`config.mk`:
```
export PLATFORM = sky130hd
export DESIGN_NAME = shrp_port
export DESIGN_NICKNAME = d
export VERILOG_FILES = /design/src/common/shrp_pkg.sv /design/src/hw/shrp_sync.sv /design/src/hw/shrp_port.sv
export SDC_FILE = /design/constraint.sdc
export NUM_CORES = 1
export LEC_CHECK = 0
export CORE_MARGIN = 5
export CORE_UTILIZATION = 57
export CTS_CLUSTER_DIAMETER = 100
export DETAILED_ROUTE_END_ITERATION = 12
export DONT_BUFFER_PORTS = 1
export PLACE_DENSITY = 0.77
export SLEW_MARGIN = 15
export SYNTH_ARGS = -nofsm -noshare
export SYNTH_HDL_FRONTEND = slang
export SYNTH_HIERARCHICAL = 1
export SYNTH_SLANG_ARGS = --single-unit
```
`constraint.sdc`:
```
create_clock -name i_clk_sys -period 1.9 [get_ports i_clk_sys]
set_clock_uncertainty 0.15 [all_clocks]
set_input_delay 0.475 -clock i_clk_sys [delete_from_list [all_inputs] [get_ports i_clk_sys]]
set_output_delay 0.475 -clock i_clk_sys [all_outputs]
set_load 0.01 [all_outputs]
```
`src/common/shrp_pkg.sv`:
```
// constants and carrier types for the serial host register port
// assumes a 10 MHz system clock and a slow host serial clock
package shrp_pkg;
	// ****************************************
	// register offsets
	// ****************************************
	localparam logic [5:0] ADDR_IRQ_ENABLE = 6'h00;
	localparam logic [5:0] ADDR_IRQ_STATUS = 6'h01;
	localparam logic [5:0] ADDR_LIVE_CONDITION = 6'h02;
	localparam logic [5:0] ADDR_CLOCK_FIFO_CONTROL = 6'h03;
	localparam logic [5:0] ADDR_TIMING_MODE_CONTROL = 6'h04;
	localparam logic [5:0] ADDR_LOOPBACK_CONTROL = 6'h05;
	localparam logic [5:0] ADDR_PART_IDENTIFIER = 6'h3E;
	localparam logic [5:0] ADDR_REVISION_IDENTIFIER = 6'h3F;
	// ****************************************
	// field layout and writable masks
	// ****************************************
	localparam int IRQ_SOURCES = 5;
	localparam logic [7:0] MASK_IRQ = 8'h1F;
	localparam logic [7:0] MASK_CLOCK_FIFO = 8'h5F;
	localparam logic [7:0] MASK_TIMING_MODE = 8'h7D;
	localparam logic [7:0] MASK_LOOPBACK = 8'h07;
	localparam logic [7:0] RESET_REG = 8'h00;
	// ****************************************
	// frame layout
	// ****************************************
	localparam int FRAME_BITS = 16;
	localparam logic [4:0] BIT_RW = 5'h01;
	localparam logic [4:0] BIT_ADDR_LAST = 5'h07;
	localparam logic [4:0] BIT_DUMMY = 5'h08;
	localparam logic [4:0] BIT_DATA_FIRST = 5'h09;
	localparam logic [4:0] BIT_FRAME_LAST = 5'h10;
	localparam logic OP_WRITE = 1'b0;
	localparam logic OP_READ = 1'b1;
	// ****************************************
	// timing
	// ****************************************
	localparam int CLK_HZ = 10_000_000;
	localparam int RESET_HOLD_MS = 10;
	localparam int RESET_HOLD_CYCLES = (CLK_HZ / 1000) * RESET_HOLD_MS;
	// ****************************************
	// carrier types
	// ****************************************
	typedef struct packed {
		logic rw;
		logic [5:0] addr;
		logic [7:0] data;
	} shrp_frame_t;
	typedef enum logic [1:0] {
		SHRP_IDLE = 2'b00,
		SHRP_SHIFT = 2'b01,
		SHRP_HOLD = 2'b11
	} shrp_state_t;
endpackage

```
`src/hw/shrp_sync.sv`:
```
// two flip-flop synchroniser for pins from outside the system clock
// assumes nothing reads the first stage but the second
`timescale 1ns/100ps
module shrp_sync #(
	parameter logic RESET_VAL = 1'b0
) (
	input wire logic i_clk_sys,
	input wire logic i_reset_n,
	input wire logic i_async,
	output logic o_sync
);
	logic stage1;

	always_ff @(posedge i_clk_sys or negedge i_reset_n) begin
		if (!i_reset_n) begin
			stage1 <= RESET_VAL;
			o_sync <= RESET_VAL;
		end else begin
			stage1 <= i_async;
			o_sync <= stage1;
		end
	end
endmodule // shrp_sync

```
`src/hw/shrp_port.sv`:
```
// serial host port with register file for a transceiver
// assumes host pins are asynchronous to i_clk_sys, which is much faster
// What this block and its host do
// frame is sixteen bits while select low
// sample data in on serial clock rise
// no register update before sixteen bits
// host raises select after every frame
// host sends every field lsb first
// first bit zero writes, one reads
// bits two to seven carry address
// eighth bit ignored, readout prepares
// bits nine to sixteen carry data
// write commits when select rises
// data out changes on clock falls
// read bits out on falls eight-fifteen
// reset low over 10 ms restores defaults
// data out and interrupt are optional
// enable zero blocks source, default zero
// status sets on change, clears on read
// interrupt when enabled status bit set
// reserved writes ignored, read as zero
`timescale 1ns/100ps
module shrp_port
	import shrp_pkg::*;
#(
	parameter int RESET_HOLD = RESET_HOLD_CYCLES,
	parameter logic [7:0] PART_ID = 8'h5A, // arbitrary value
	parameter logic [7:0] REVISION_IDENTIFIER = 8'h01 // arbitrary value
) (
	input wire logic i_clk_sys,
	input wire logic i_reset_n,
	input wire logic i_host_select_n,
	input wire logic i_host_clock,
	input wire logic i_host_serial_in,
	input wire logic i_host_reset_n,
	input wire logic [IRQ_SOURCES-1:0] i_condition,
	output logic o_host_serial_out,
	output logic o_host_serial_out_en,
	output logic o_irq_n,
	output logic [7:0] o_clock_fifo_control,
	output logic [7:0] o_timing_mode_control,
	output logic [7:0] o_loopback_control
);
	// ****************************************
	// pin synchronisers
	// ****************************************
	logic sel_n_s;
	logic sclk_s;
	logic serial_in_s;
	logic hrst_n_s;
	logic [IRQ_SOURCES-1:0] cond_s;

	shrp_sync #(.RESET_VAL(1'b1)) u_sync_sel (.i_clk_sys(i_clk_sys),
		.i_reset_n(i_reset_n), .i_async(i_host_select_n), .o_sync(sel_n_s));
	shrp_sync #(.RESET_VAL(1'b0)) u_sync_clk (.i_clk_sys(i_clk_sys),
		.i_reset_n(i_reset_n), .i_async(i_host_clock), .o_sync(sclk_s));
	shrp_sync #(.RESET_VAL(1'b0)) u_sync_serial_in (.i_clk_sys(i_clk_sys),
		.i_reset_n(i_reset_n), .i_async(i_host_serial_in), .o_sync(serial_in_s));
	shrp_sync #(.RESET_VAL(1'b1)) u_sync_rst (.i_clk_sys(i_clk_sys),
		.i_reset_n(i_reset_n), .i_async(i_host_reset_n), .o_sync(hrst_n_s));

	genvar g;
	generate
		for (g = 0; g < IRQ_SOURCES; g++) begin : g_cond
			shrp_sync #(.RESET_VAL(1'b0)) u_sync_cond (.i_clk_sys(i_clk_sys),
				.i_reset_n(i_reset_n), .i_async(i_condition[g]),
				.o_sync(cond_s[g]));
		end
	endgenerate

	// ****************************************
	// edge detection
	// ****************************************
	logic sclk_d;
	logic sel_n_d;
	logic sclk_rise;
	logic sclk_fall;
	logic sel_rise;

	always_ff @(posedge i_clk_sys or negedge i_reset_n) begin
		if (!i_reset_n) begin
			sclk_d <= 1'b0;
			sel_n_d <= 1'b1;
		end else begin
			sclk_d <= sclk_s;
			sel_n_d <= sel_n_s;
		end
	end

	assign sclk_rise = sclk_s & ~sclk_d & ~sel_n_s;
	assign sclk_fall = ~sclk_s & sclk_d & ~sel_n_s;
	assign sel_rise = sel_n_s & ~sel_n_d;

	// ****************************************
	// host reset hold counter
	// ****************************************
	logic [$clog2(RESET_HOLD+1)-1:0] hold_count;
	logic soft_reset;

	always_ff @(posedge i_clk_sys or negedge i_reset_n) begin
		if (!i_reset_n) begin
			hold_count <= '0;
			soft_reset <= 1'b0;
		end else if (hrst_n_s) begin
			hold_count <= '0;
			soft_reset <= 1'b0;
		end else if (hold_count == $bits(hold_count)'(RESET_HOLD)) begin
			soft_reset <= 1'b1;
		end else begin
			hold_count <= hold_count + 1'b1;
		end
	end

	// ****************************************
	// frame shifter
	// ****************************************
	shrp_state_t state;
	logic [4:0] bit_count;
	shrp_frame_t frame;
	logic frame_done;

	always_ff @(posedge i_clk_sys or negedge i_reset_n) begin
		if (!i_reset_n) begin
			state <= SHRP_IDLE;
			bit_count <= 5'h00;
		end else if (sel_n_s) begin
			state <= SHRP_IDLE;
			bit_count <= 5'h00;
		end else begin
			unique case (state)
				SHRP_IDLE: begin
					state <= SHRP_SHIFT;
				end
				SHRP_SHIFT: begin
					if (sclk_rise) begin
						bit_count <= bit_count + 1'b1;
						if (bit_count + 1'b1 == BIT_FRAME_LAST) begin
							state <= SHRP_HOLD;
						end
					end
				end
				SHRP_HOLD: begin
					state <= SHRP_HOLD;
				end
			endcase
		end
	end

	always_ff @(posedge i_clk_sys or negedge i_reset_n) begin
		if (!i_reset_n) begin
			frame <= '0;
		end else if (state != SHRP_HOLD && sclk_rise && !sel_n_s) begin
			if (bit_count + 1'b1 == BIT_RW) begin
				frame.rw <= serial_in_s;
			end else if (bit_count + 1'b1 <= BIT_ADDR_LAST) begin
				frame.addr <= {serial_in_s, frame.addr[5:1]};
			end else if (bit_count + 1'b1 >= BIT_DATA_FIRST) begin
				frame.data <= {serial_in_s, frame.data[7:1]};
			end
			// dummy bit falls through unused R8
		end
	end

	assign frame_done = (state == SHRP_HOLD);
	logic commit;
	assign commit = sel_rise & frame_done & (frame.rw == OP_WRITE);

	// ****************************************
	// register file
	// ****************************************
	logic [7:0] irq_enable;
	logic [7:0] irq_status;
	logic [7:0] clock_fifo_control;
	logic [7:0] timing_mode_control;
	logic [7:0] loopback_control;
	logic [IRQ_SOURCES-1:0] cond_d;
	logic status_read;

	always_ff @(posedge i_clk_sys or negedge i_reset_n) begin
		if (!i_reset_n) begin
			irq_enable <= RESET_REG;
			clock_fifo_control <= RESET_REG;
			timing_mode_control <= RESET_REG;
			loopback_control <= RESET_REG;
		end else if (soft_reset) begin
			irq_enable <= RESET_REG;
			clock_fifo_control <= RESET_REG;
			timing_mode_control <= RESET_REG;
			loopback_control <= RESET_REG;
		end else if (commit) begin
			unique case (frame.addr)
				ADDR_IRQ_ENABLE: irq_enable <= frame.data & MASK_IRQ;
				ADDR_CLOCK_FIFO_CONTROL:
					clock_fifo_control <= frame.data & MASK_CLOCK_FIFO;
				ADDR_TIMING_MODE_CONTROL:
					timing_mode_control <= frame.data & MASK_TIMING_MODE;
				ADDR_LOOPBACK_CONTROL:
					loopback_control <= frame.data & MASK_LOOPBACK;
				default: ;
			endcase
		end
	end

	// status clears at the end of a read frame of its address
	assign status_read = sel_rise & frame_done & (frame.rw == OP_READ)
		& (frame.addr == ADDR_IRQ_STATUS);

	always_ff @(posedge i_clk_sys or negedge i_reset_n) begin
		if (!i_reset_n) begin
			cond_d <= '0;
			irq_status <= RESET_REG;
		end else begin
			cond_d <= cond_s;
			if (soft_reset) begin
				irq_status <= RESET_REG;
			end else begin
				// set wins over clear R16
				irq_status <= ((status_read ? 8'h00 : irq_status)
					| 8'(cond_s ^ cond_d)) & MASK_IRQ;
			end
		end
	end

	always_ff @(posedge i_clk_sys or negedge i_reset_n) begin
		if (!i_reset_n) begin
			o_irq_n <= 1'b1;
		end else begin
			o_irq_n <= ~|(irq_status & irq_enable);
		end
	end

	assign o_clock_fifo_control = clock_fifo_control;
	assign o_timing_mode_control = timing_mode_control;
	assign o_loopback_control = loopback_control;

	// ****************************************
	// read data and serial output
	// ****************************************
	logic [7:0] read_word;
	logic [7:0] shift_out;

	always_comb begin
		unique case (frame.addr)
			ADDR_IRQ_ENABLE: read_word = irq_enable;
			ADDR_IRQ_STATUS: read_word = irq_status;
			ADDR_LIVE_CONDITION: read_word = 8'(cond_s);
			ADDR_CLOCK_FIFO_CONTROL: read_word = clock_fifo_control;
			ADDR_TIMING_MODE_CONTROL: read_word = timing_mode_control;
			ADDR_LOOPBACK_CONTROL: read_word = loopback_control;
			ADDR_PART_IDENTIFIER: read_word = PART_ID;
			ADDR_REVISION_IDENTIFIER: read_word = REVISION_IDENTIFIER;
			default: read_word = 8'h00;
		endcase
	end

	always_ff @(posedge i_clk_sys or negedge i_reset_n) begin
		if (!i_reset_n) begin
			shift_out <= 8'h00;
			o_host_serial_out <= 1'b0;
			o_host_serial_out_en <= 1'b0;
		end else if (sel_n_s) begin
			o_host_serial_out_en <= 1'b0;
			o_host_serial_out <= 1'b0;
		end else if (sclk_fall && frame.rw == OP_READ) begin
			if (bit_count == BIT_DUMMY) begin
				o_host_serial_out <= read_word[0];
				shift_out <= {1'b0, read_word[7:1]};
				o_host_serial_out_en <= 1'b1;
			end else if (bit_count > BIT_DUMMY && bit_count < BIT_FRAME_LAST) begin
				o_host_serial_out <= shift_out[0];
				shift_out <= {1'b0, shift_out[7:1]};
			end
		end
	end
endmodule // shrp_port

```
==> results of run 1 <==
## state kept, by name, summed over array words and instances, names as in the netlist, 2 cells and up
register / cells
state: 2
shift_out: 6
irq_enable: 5
o_clock_fifo_control: 6
cond_d: 5
bit_count: 5
g_cond.u_sync_cond/stage1: 5
g_cond.u_sync_cond/o_sync: 5
irq_status: 5
o_timing_mode_control: 6
frame: 15
hold_count: 17
o_loopback_control: 3
## power groups by stage
stage	combinational (W)	sequential (W)	clock, W
floorplan	0.000142	0.00224	0
finish	0.000330	0.00222	0.00145
CTS	0.000262	0.00221	0.00148
global placement	0.000218	0.00225	0
detailed placement	0.000220	0.00225	0
global route	0.000348	0.00223	0.00159
## layout make-up
class | count | share of cell area
Clock buffer | 11 | 0.0279
Clock inverter | 5 | 0.0125
Inverter | 11 | 0.00762
Multi-Input combinational cell | 264 | 0.367
Sequential cell | 99 | 0.460
Tap cell | 102 | 0.0235
Timing Repair Buffer | 64 | 0.101
## metrics by stage
stage	cells	setup slack [ns]	util	hold WS (ns)	power, W
final	556	-0.0623	0.705	-0.355	0.00400
after global placement	518	-0.0765	0.629	0.0323	0.00247
after CTS	548	-0.0137	0.683	-0.372	0.00395
after global routing	556	-0.102	0.705	-0.398	0.00417
after detailed placement	518	-0.109	0.629	0.0321	0.00247
after floorplan	401	-0.0431	-	0.0294	0.00238
## cell families after synthesis
group / count (synthesis)
AND/OR/NAND/NOR: 137
adder cells (fa/ha/maj): 5
buffers and inverters: 38
flip-flops: 99
other: 1
multiplexers: 46
AO/OA/AOI/OAI: 41
XOR/XNOR: 26
## worst max-delay path, cell delays in order (launching register included)
cell and delay, ns:
dfrtp_2 0.45, buf_4 0.15, and3_4 0.18, o31a_1 0.29, nand4b_4 0.27, mux2_4 0.35
## layer usage
layer	wire length (um)	GRT usage
met1	4150	0.272
met2	4620	0.308
met3	550	0.0623
met4	182	0.0693
met5	0	0
## how the worst max path moves through the flow
stage	slack [ns]	end
global route	-0.10	frame[11]$_DFFE_PN0P_
global placement	-0.08	frame[10]$_DFFE_PN0P_
CTS	-0.01	frame[4]$_DFFE_PN0P_
detailed placement	-0.11	frame[10]$_DFFE_PN0P_
floorplan	-0.04	frame[0]$_DFFE_PN0P_
finish	-0.06	frame[10]$_DFFE_PN0P_
## cells in the final DEF (no fill, tap or decap), drive strengths merged, types with 2 or more instances in the layout
cell         Yosys  layout
mux2            20      20
nor3b            5       5
nand2           17      17
inv             11      14
or4              3       3
clkbuf           7      11
conb             1       9
a221oi           2       2
dfrtp           93      93
a21o             2       2
ha               5       5
dlygate4sd3      0       9
nand4b           3       3
or3              3       3
nand3           15      15
dfstp            6       6
nor2            60      60
and2             2       2
a21oi           14      14
nor4             2       2
nor3            10      10
mux4             3       3
nand4            4       4
a22oi            2       2
xnor2           12      12
mux2i           23      23
a221o            3       3
a32oi            2       2
xor2            14      14
nand2b           4       4
o21ai            9       9
and3             7       7
buf             20      55
## timing repair
item / in CTS / in global routing
hold endpoints to repair: 108 / 99
gates resized for setup: 18 / 33
setup endpoints to repair: 30 / 47
pin swaps: 6 / 18
cloned: 0 / 0
setup buffers: 5 / 8
==> metrics.txt, run 1 <==
multi-input logic area 0.00199 mm^2; Final GP Congestion 0.921; largest family of logic cells by synthesized area simple AND/OR/NAND/NOR gates; outcome finished with violations; clock slew at reported path FFs 0.10 ns; Reg power frac 0.555; largest cells by area after synthesis dfrtp_1 (52%), mux2i_1 (5.1%), mux2_2 (5.0%); Startpoint Class flip-flop; die area about 0.0097 mm^2; YS warnings 6; count leader, synth dfrtp_1; most common flop cell mapped by yosys dfrtp_1; Yosys top cell area share 0.519; post-route cell area roughly 0.0054 mm^2; setup slack after layout -0.0623 ns; commonest cells in the netlist dfrtp_1 (93), nor2_1 (60), mux2i_1 (23); critical path required time approximately 2.0 ns; syn avg cell area around 11 um^2; leading area contributor after synthesis dfrtp_1; vias in the first global route about 3200; clk sinks 99; register bit total from synthesis between 90 and 100; Syn Inst Count 393; worst setup path startpoint bit_count[0]$_DFFE_PN0P_; GRT overflow 0; wire per inst 17.1 um; largest net degree at the start of global routing 100; initial core utilization 0.583; DRC viols 0; Placed Area 0.00483 mm^2; CTS Hold Buffers Added 9; FMAX 510 MHz; kind of end point of the critical path flip-flop; Yosys cell types 50; Longest Clk Path Bufs 2; Reg-to-Reg Start bit_count[0]$_DFFE_PN0P_; DRT Wirelength about 9500 um; FP Rows 32; core area a little under 0.008 mm^2; count of buffers from port buffering 0; Int Pwr slightly above 0.003 W; Synth Area in XOR/XNOR 0.0508; CTS root buf clkbuf_8; Power Dens Cells 737 mW/mm^2; Compound-Gate Fraction of Synth Area 0.0605; Global Route Usage Sum 0.200; final setup fails 11; Sw Pwr between 0.0009 and 0.001 W; Area growth syn-to-layout 20.9%; Critical R2R Capture frame[10]$_DFFE_PN0P_; Simple-Gate Fraction of Synth Area 0.161; failing checks hold timing, setup timing; Final nets between 400 and 500; Layout fillers 531; RSZ-0062 raised after global routing yes; Register Area between 0.002 and 0.0025 mm^2; Detail Route Antenna Nets 0; max-cap viol count 0; Setup CP Type reg -> reg; initial antenna violation count 0; worst min-delay path category in -> async; die extent in x a little under 100 um; Setup TNS -0.391 ns; worst hold margin -0.355 ns; CTS Buf Count 9; share of cells above drive strength 1 0.311; sequential element share of the synthesized area 0.554; CTS tree yes; Iter 0 DRT Violations approximately 210; clk_lat worst skew around 0.36 ns; Peak VDD IR between 0.0006 and 0.0007 V; Switching Share 0.238; Synth Area in Adders 0.0139; Die Span Y around 99 um; Avg Vias per Cell roughly 5.6; fraction of synthesized area in multiplexers 0.117; Leakage around 2.4 nW; crit-path max FO 6; Arrival @ worst endpoint between 2 and 2.5 ns; EDFF count, synth 0; Comb power frac 0.083; Tmin final 1.96 ns; number of max-slew violations in the final report 0; share of flip-flops with an asynchronous set or reset 1.00; Post-Syn Area around 0.0045 mm^2; H-tree levels 3; crit share post-route 1.03; Reg2Reg Setup Slack -0.06 ns; Pre-Repair DR Iteration Count 4; Clock power frac 0.362; first-pass GRT wire length roughly 16000 um; Detail Placement HPWL approximately 6200 um; vias about 3100; final hold violations between 90 and 100; I/O pin cnt 38; Worst Reg-to-Reg Cells 5; Antenna Diode Count 0
(Power assumes the default switching activity.)
==> inputs of run 2 (changes only) <==
Settings changed: SKIP_CTS_REPAIR_TIMING from default to 1.
==> run 2 against run 1 <==
Net effect: the run still ends with hold timing, setup timing left; global-route usage is 0.50 points lower; via count shrank 1.2%; die area is the same; largest cell class unchanged; largest power group unchanged.
==> metrics.txt, run 2 (synthesized netlist as in run 1, its figures left out) <==
Int Pwr between 0.003 and 0.004 W; FMAX ~500 MHz; DRC viols 0; CTS root buf clkbuf_8; Final GP Congestion 0.921; critical path required time 2.00 ns; Reg-to-Reg Start frame[10]$_DFFE_PN0P_; largest register by flop count hold_count; Critical R2R Capture o_clock_fifo_control[6]$_DFFE_PN0P_; final setup fails 21; multi-input logic area about 0.0019 mm^2; FP Rows 32; vias between 3000 and 4000; clock slew at reported path FFs roughly 0.1 ns; Antenna Diode Count 0; Tot Pwr 0.00399 W; Layout fillers 550; outcome finished with violations; Area growth syn-to-layout 19.3%; CP cell instances buf_12 > nor4_4 > and3_4 > and2_4 > buf_6 > mux2i_1 > nor2_1; initial core utilization 0.583; die area just under 0.01 mm^2; worst min-delay path category in -> async; Longest Clk Path Bufs 2; CTS Buf Count 9; max reg flops 17; die extent in x 98.7 um; Avg Vias per Cell 5.59; final cell count without fillers ~550; CP Buf/Inv Count 2; I/O pin cnt 38; GRT overflow 0; setup slack after layout -0.0739 ns; RSZ-0062 raised after global routing yes; Startpoint Class flip-flop; DRT Wirelength 9200 um; Largest delay share family, worst path simple AND/OR/NAND/NOR gates; Comb power frac 0.080; core area a little under 0.008 mm^2; crit share post-route 1.04; Register Area approximately 0.0025 mm^2; Setup CP Type reg -> reg; commonest non-fill, non-tap cells in the layout dfrtp_1 (86), nor2_1 (58), buf_4 (46); largest net degree at the start of global routing 100; H-tree levels 3; worst setup path startpoint frame[10]$_DFFE_PN0P_; number of max-slew violations in the final report 0; CP max-delay cell dfrtp_2; Iter 0 DRT Violations approximately 220; first-pass GRT wire length ~15000 um; Peak VDD IR 0.000620 V; Switching Share 0.236; worst hold margin -0.359 ns; Final nets 462; Critical Path Sink o_clock_fifo_control[6]$_DFFE_PN0P_; failing checks hold timing, setup timing; max-cap viol count 0; Crit path depth 7; Worst Reg-to-Reg Cells 7; share of cells above drive strength 1 0.295; Global Route Usage Sum 0.195; Clock power frac 0.363; Sw Pwr between 0.0009 and 0.001 W; Tmin final 1.97 ns; Reg2Reg Setup Slack -0.07 ns; wire per inst 16.6 um; Detail Route Antenna Nets 0; vias in the first global route just over 3000; kind of end point of the critical path flip-flop; Die Span Y approximately 99 um; clk_lat worst skew 0.36 ns; Largest regs hold_count x17, frame x15; Pre-Repair DR Iteration Count 4; final hold violations between 90 and 100; Power Dens Cells roughly 750 mW/mm^2; clk sinks approximately 100; Reg power frac 0.556; CTS tree yes; Arrival @ worst endpoint 2.08 ns; crit-path max FO 4; initial antenna violation count 0; count of buffers from port buffering 0; Detail Placement HPWL between 6000 and 7000 um; commonest non-fill, non-tap cell in the layout dfrtp_1; placed insts approximately 520; Leakage 2.41 nW; largest stage delay on the critical path approximately 0.47 ns
[run 2: power groups by stage]
stage	clock (W)	sequential (W)	combinational [W]
2_1_floorplan	0	0.00224	0.000142
3_3_place_gp	0	0.00225	0.000218
3_5_place_dp	0	0.00225	0.000220
4_1_cts	0.00148	0.00221	0.000227
5_1_grt	0.00158	0.00223	0.000344
6_report	0.00145	0.00222	0.000321
[run 2: area by class of cell]
class,instances,share of cell area
timing repair buffer,61,0.0973
multi-input combinational,264,0.364
tap,102,0.0239
inverter,11,0.00772
sequential,99,0.466
clock inverter,5,0.0126
clock buffer,11,0.0283
[run 2: per-stage QoR]
step	setup WS [ns]	setup TNS, ns	utilization	area, um^2	hold WS [ns]
detailed placement	-0.109	-1.88	0.629	4830	0.0321
global route	-0.171	-3.54	0.696	5350	-0.393
finish	-0.0739	-0.611	0.696	5350	-0.359
global placement	-0.0765	-0.943	0.629	4830	0.0323
floorplan	-0.0431	-0.570	-	4520	0.0294
CTS	-0.156	-2.77	0.657	5050	-0.372
[run 2: how the worst min path moves through the flow]
stage                                                  end      start  slack, ns
floorplan                         bit_count[0]$_DFFE_PN0P_  i_reset_n       0.03
global placement    g_cond[1].u_sync_cond/stage1$_DFF_PN0_  i_reset_n       0.03
detailed placement  g_cond[1].u_sync_cond/stage1$_DFF_PN0_  i_reset_n       0.03
CTS                 g_cond[0].u_sync_cond/stage1$_DFF_PN0_  i_reset_n      -0.37
global route        g_cond[0].u_sync_cond/stage1$_DFF_PN0_  i_reset_n      -0.39
finish              g_cond[0].u_sync_cond/stage1$_DFF_PN0_  i_reset_n      -0.36
[run 2: metal layers]
layer,share of wire,global-route usage,vias to the layer above,wire [um]
met5,0,0,-,0
met4,0.021,0.0840,0,193
met3,0.048,0.0453,17,437
met2,0.49,0.297,63,4490
met1,0.44,0.271,1561,4080
li1,-,-,1448,-
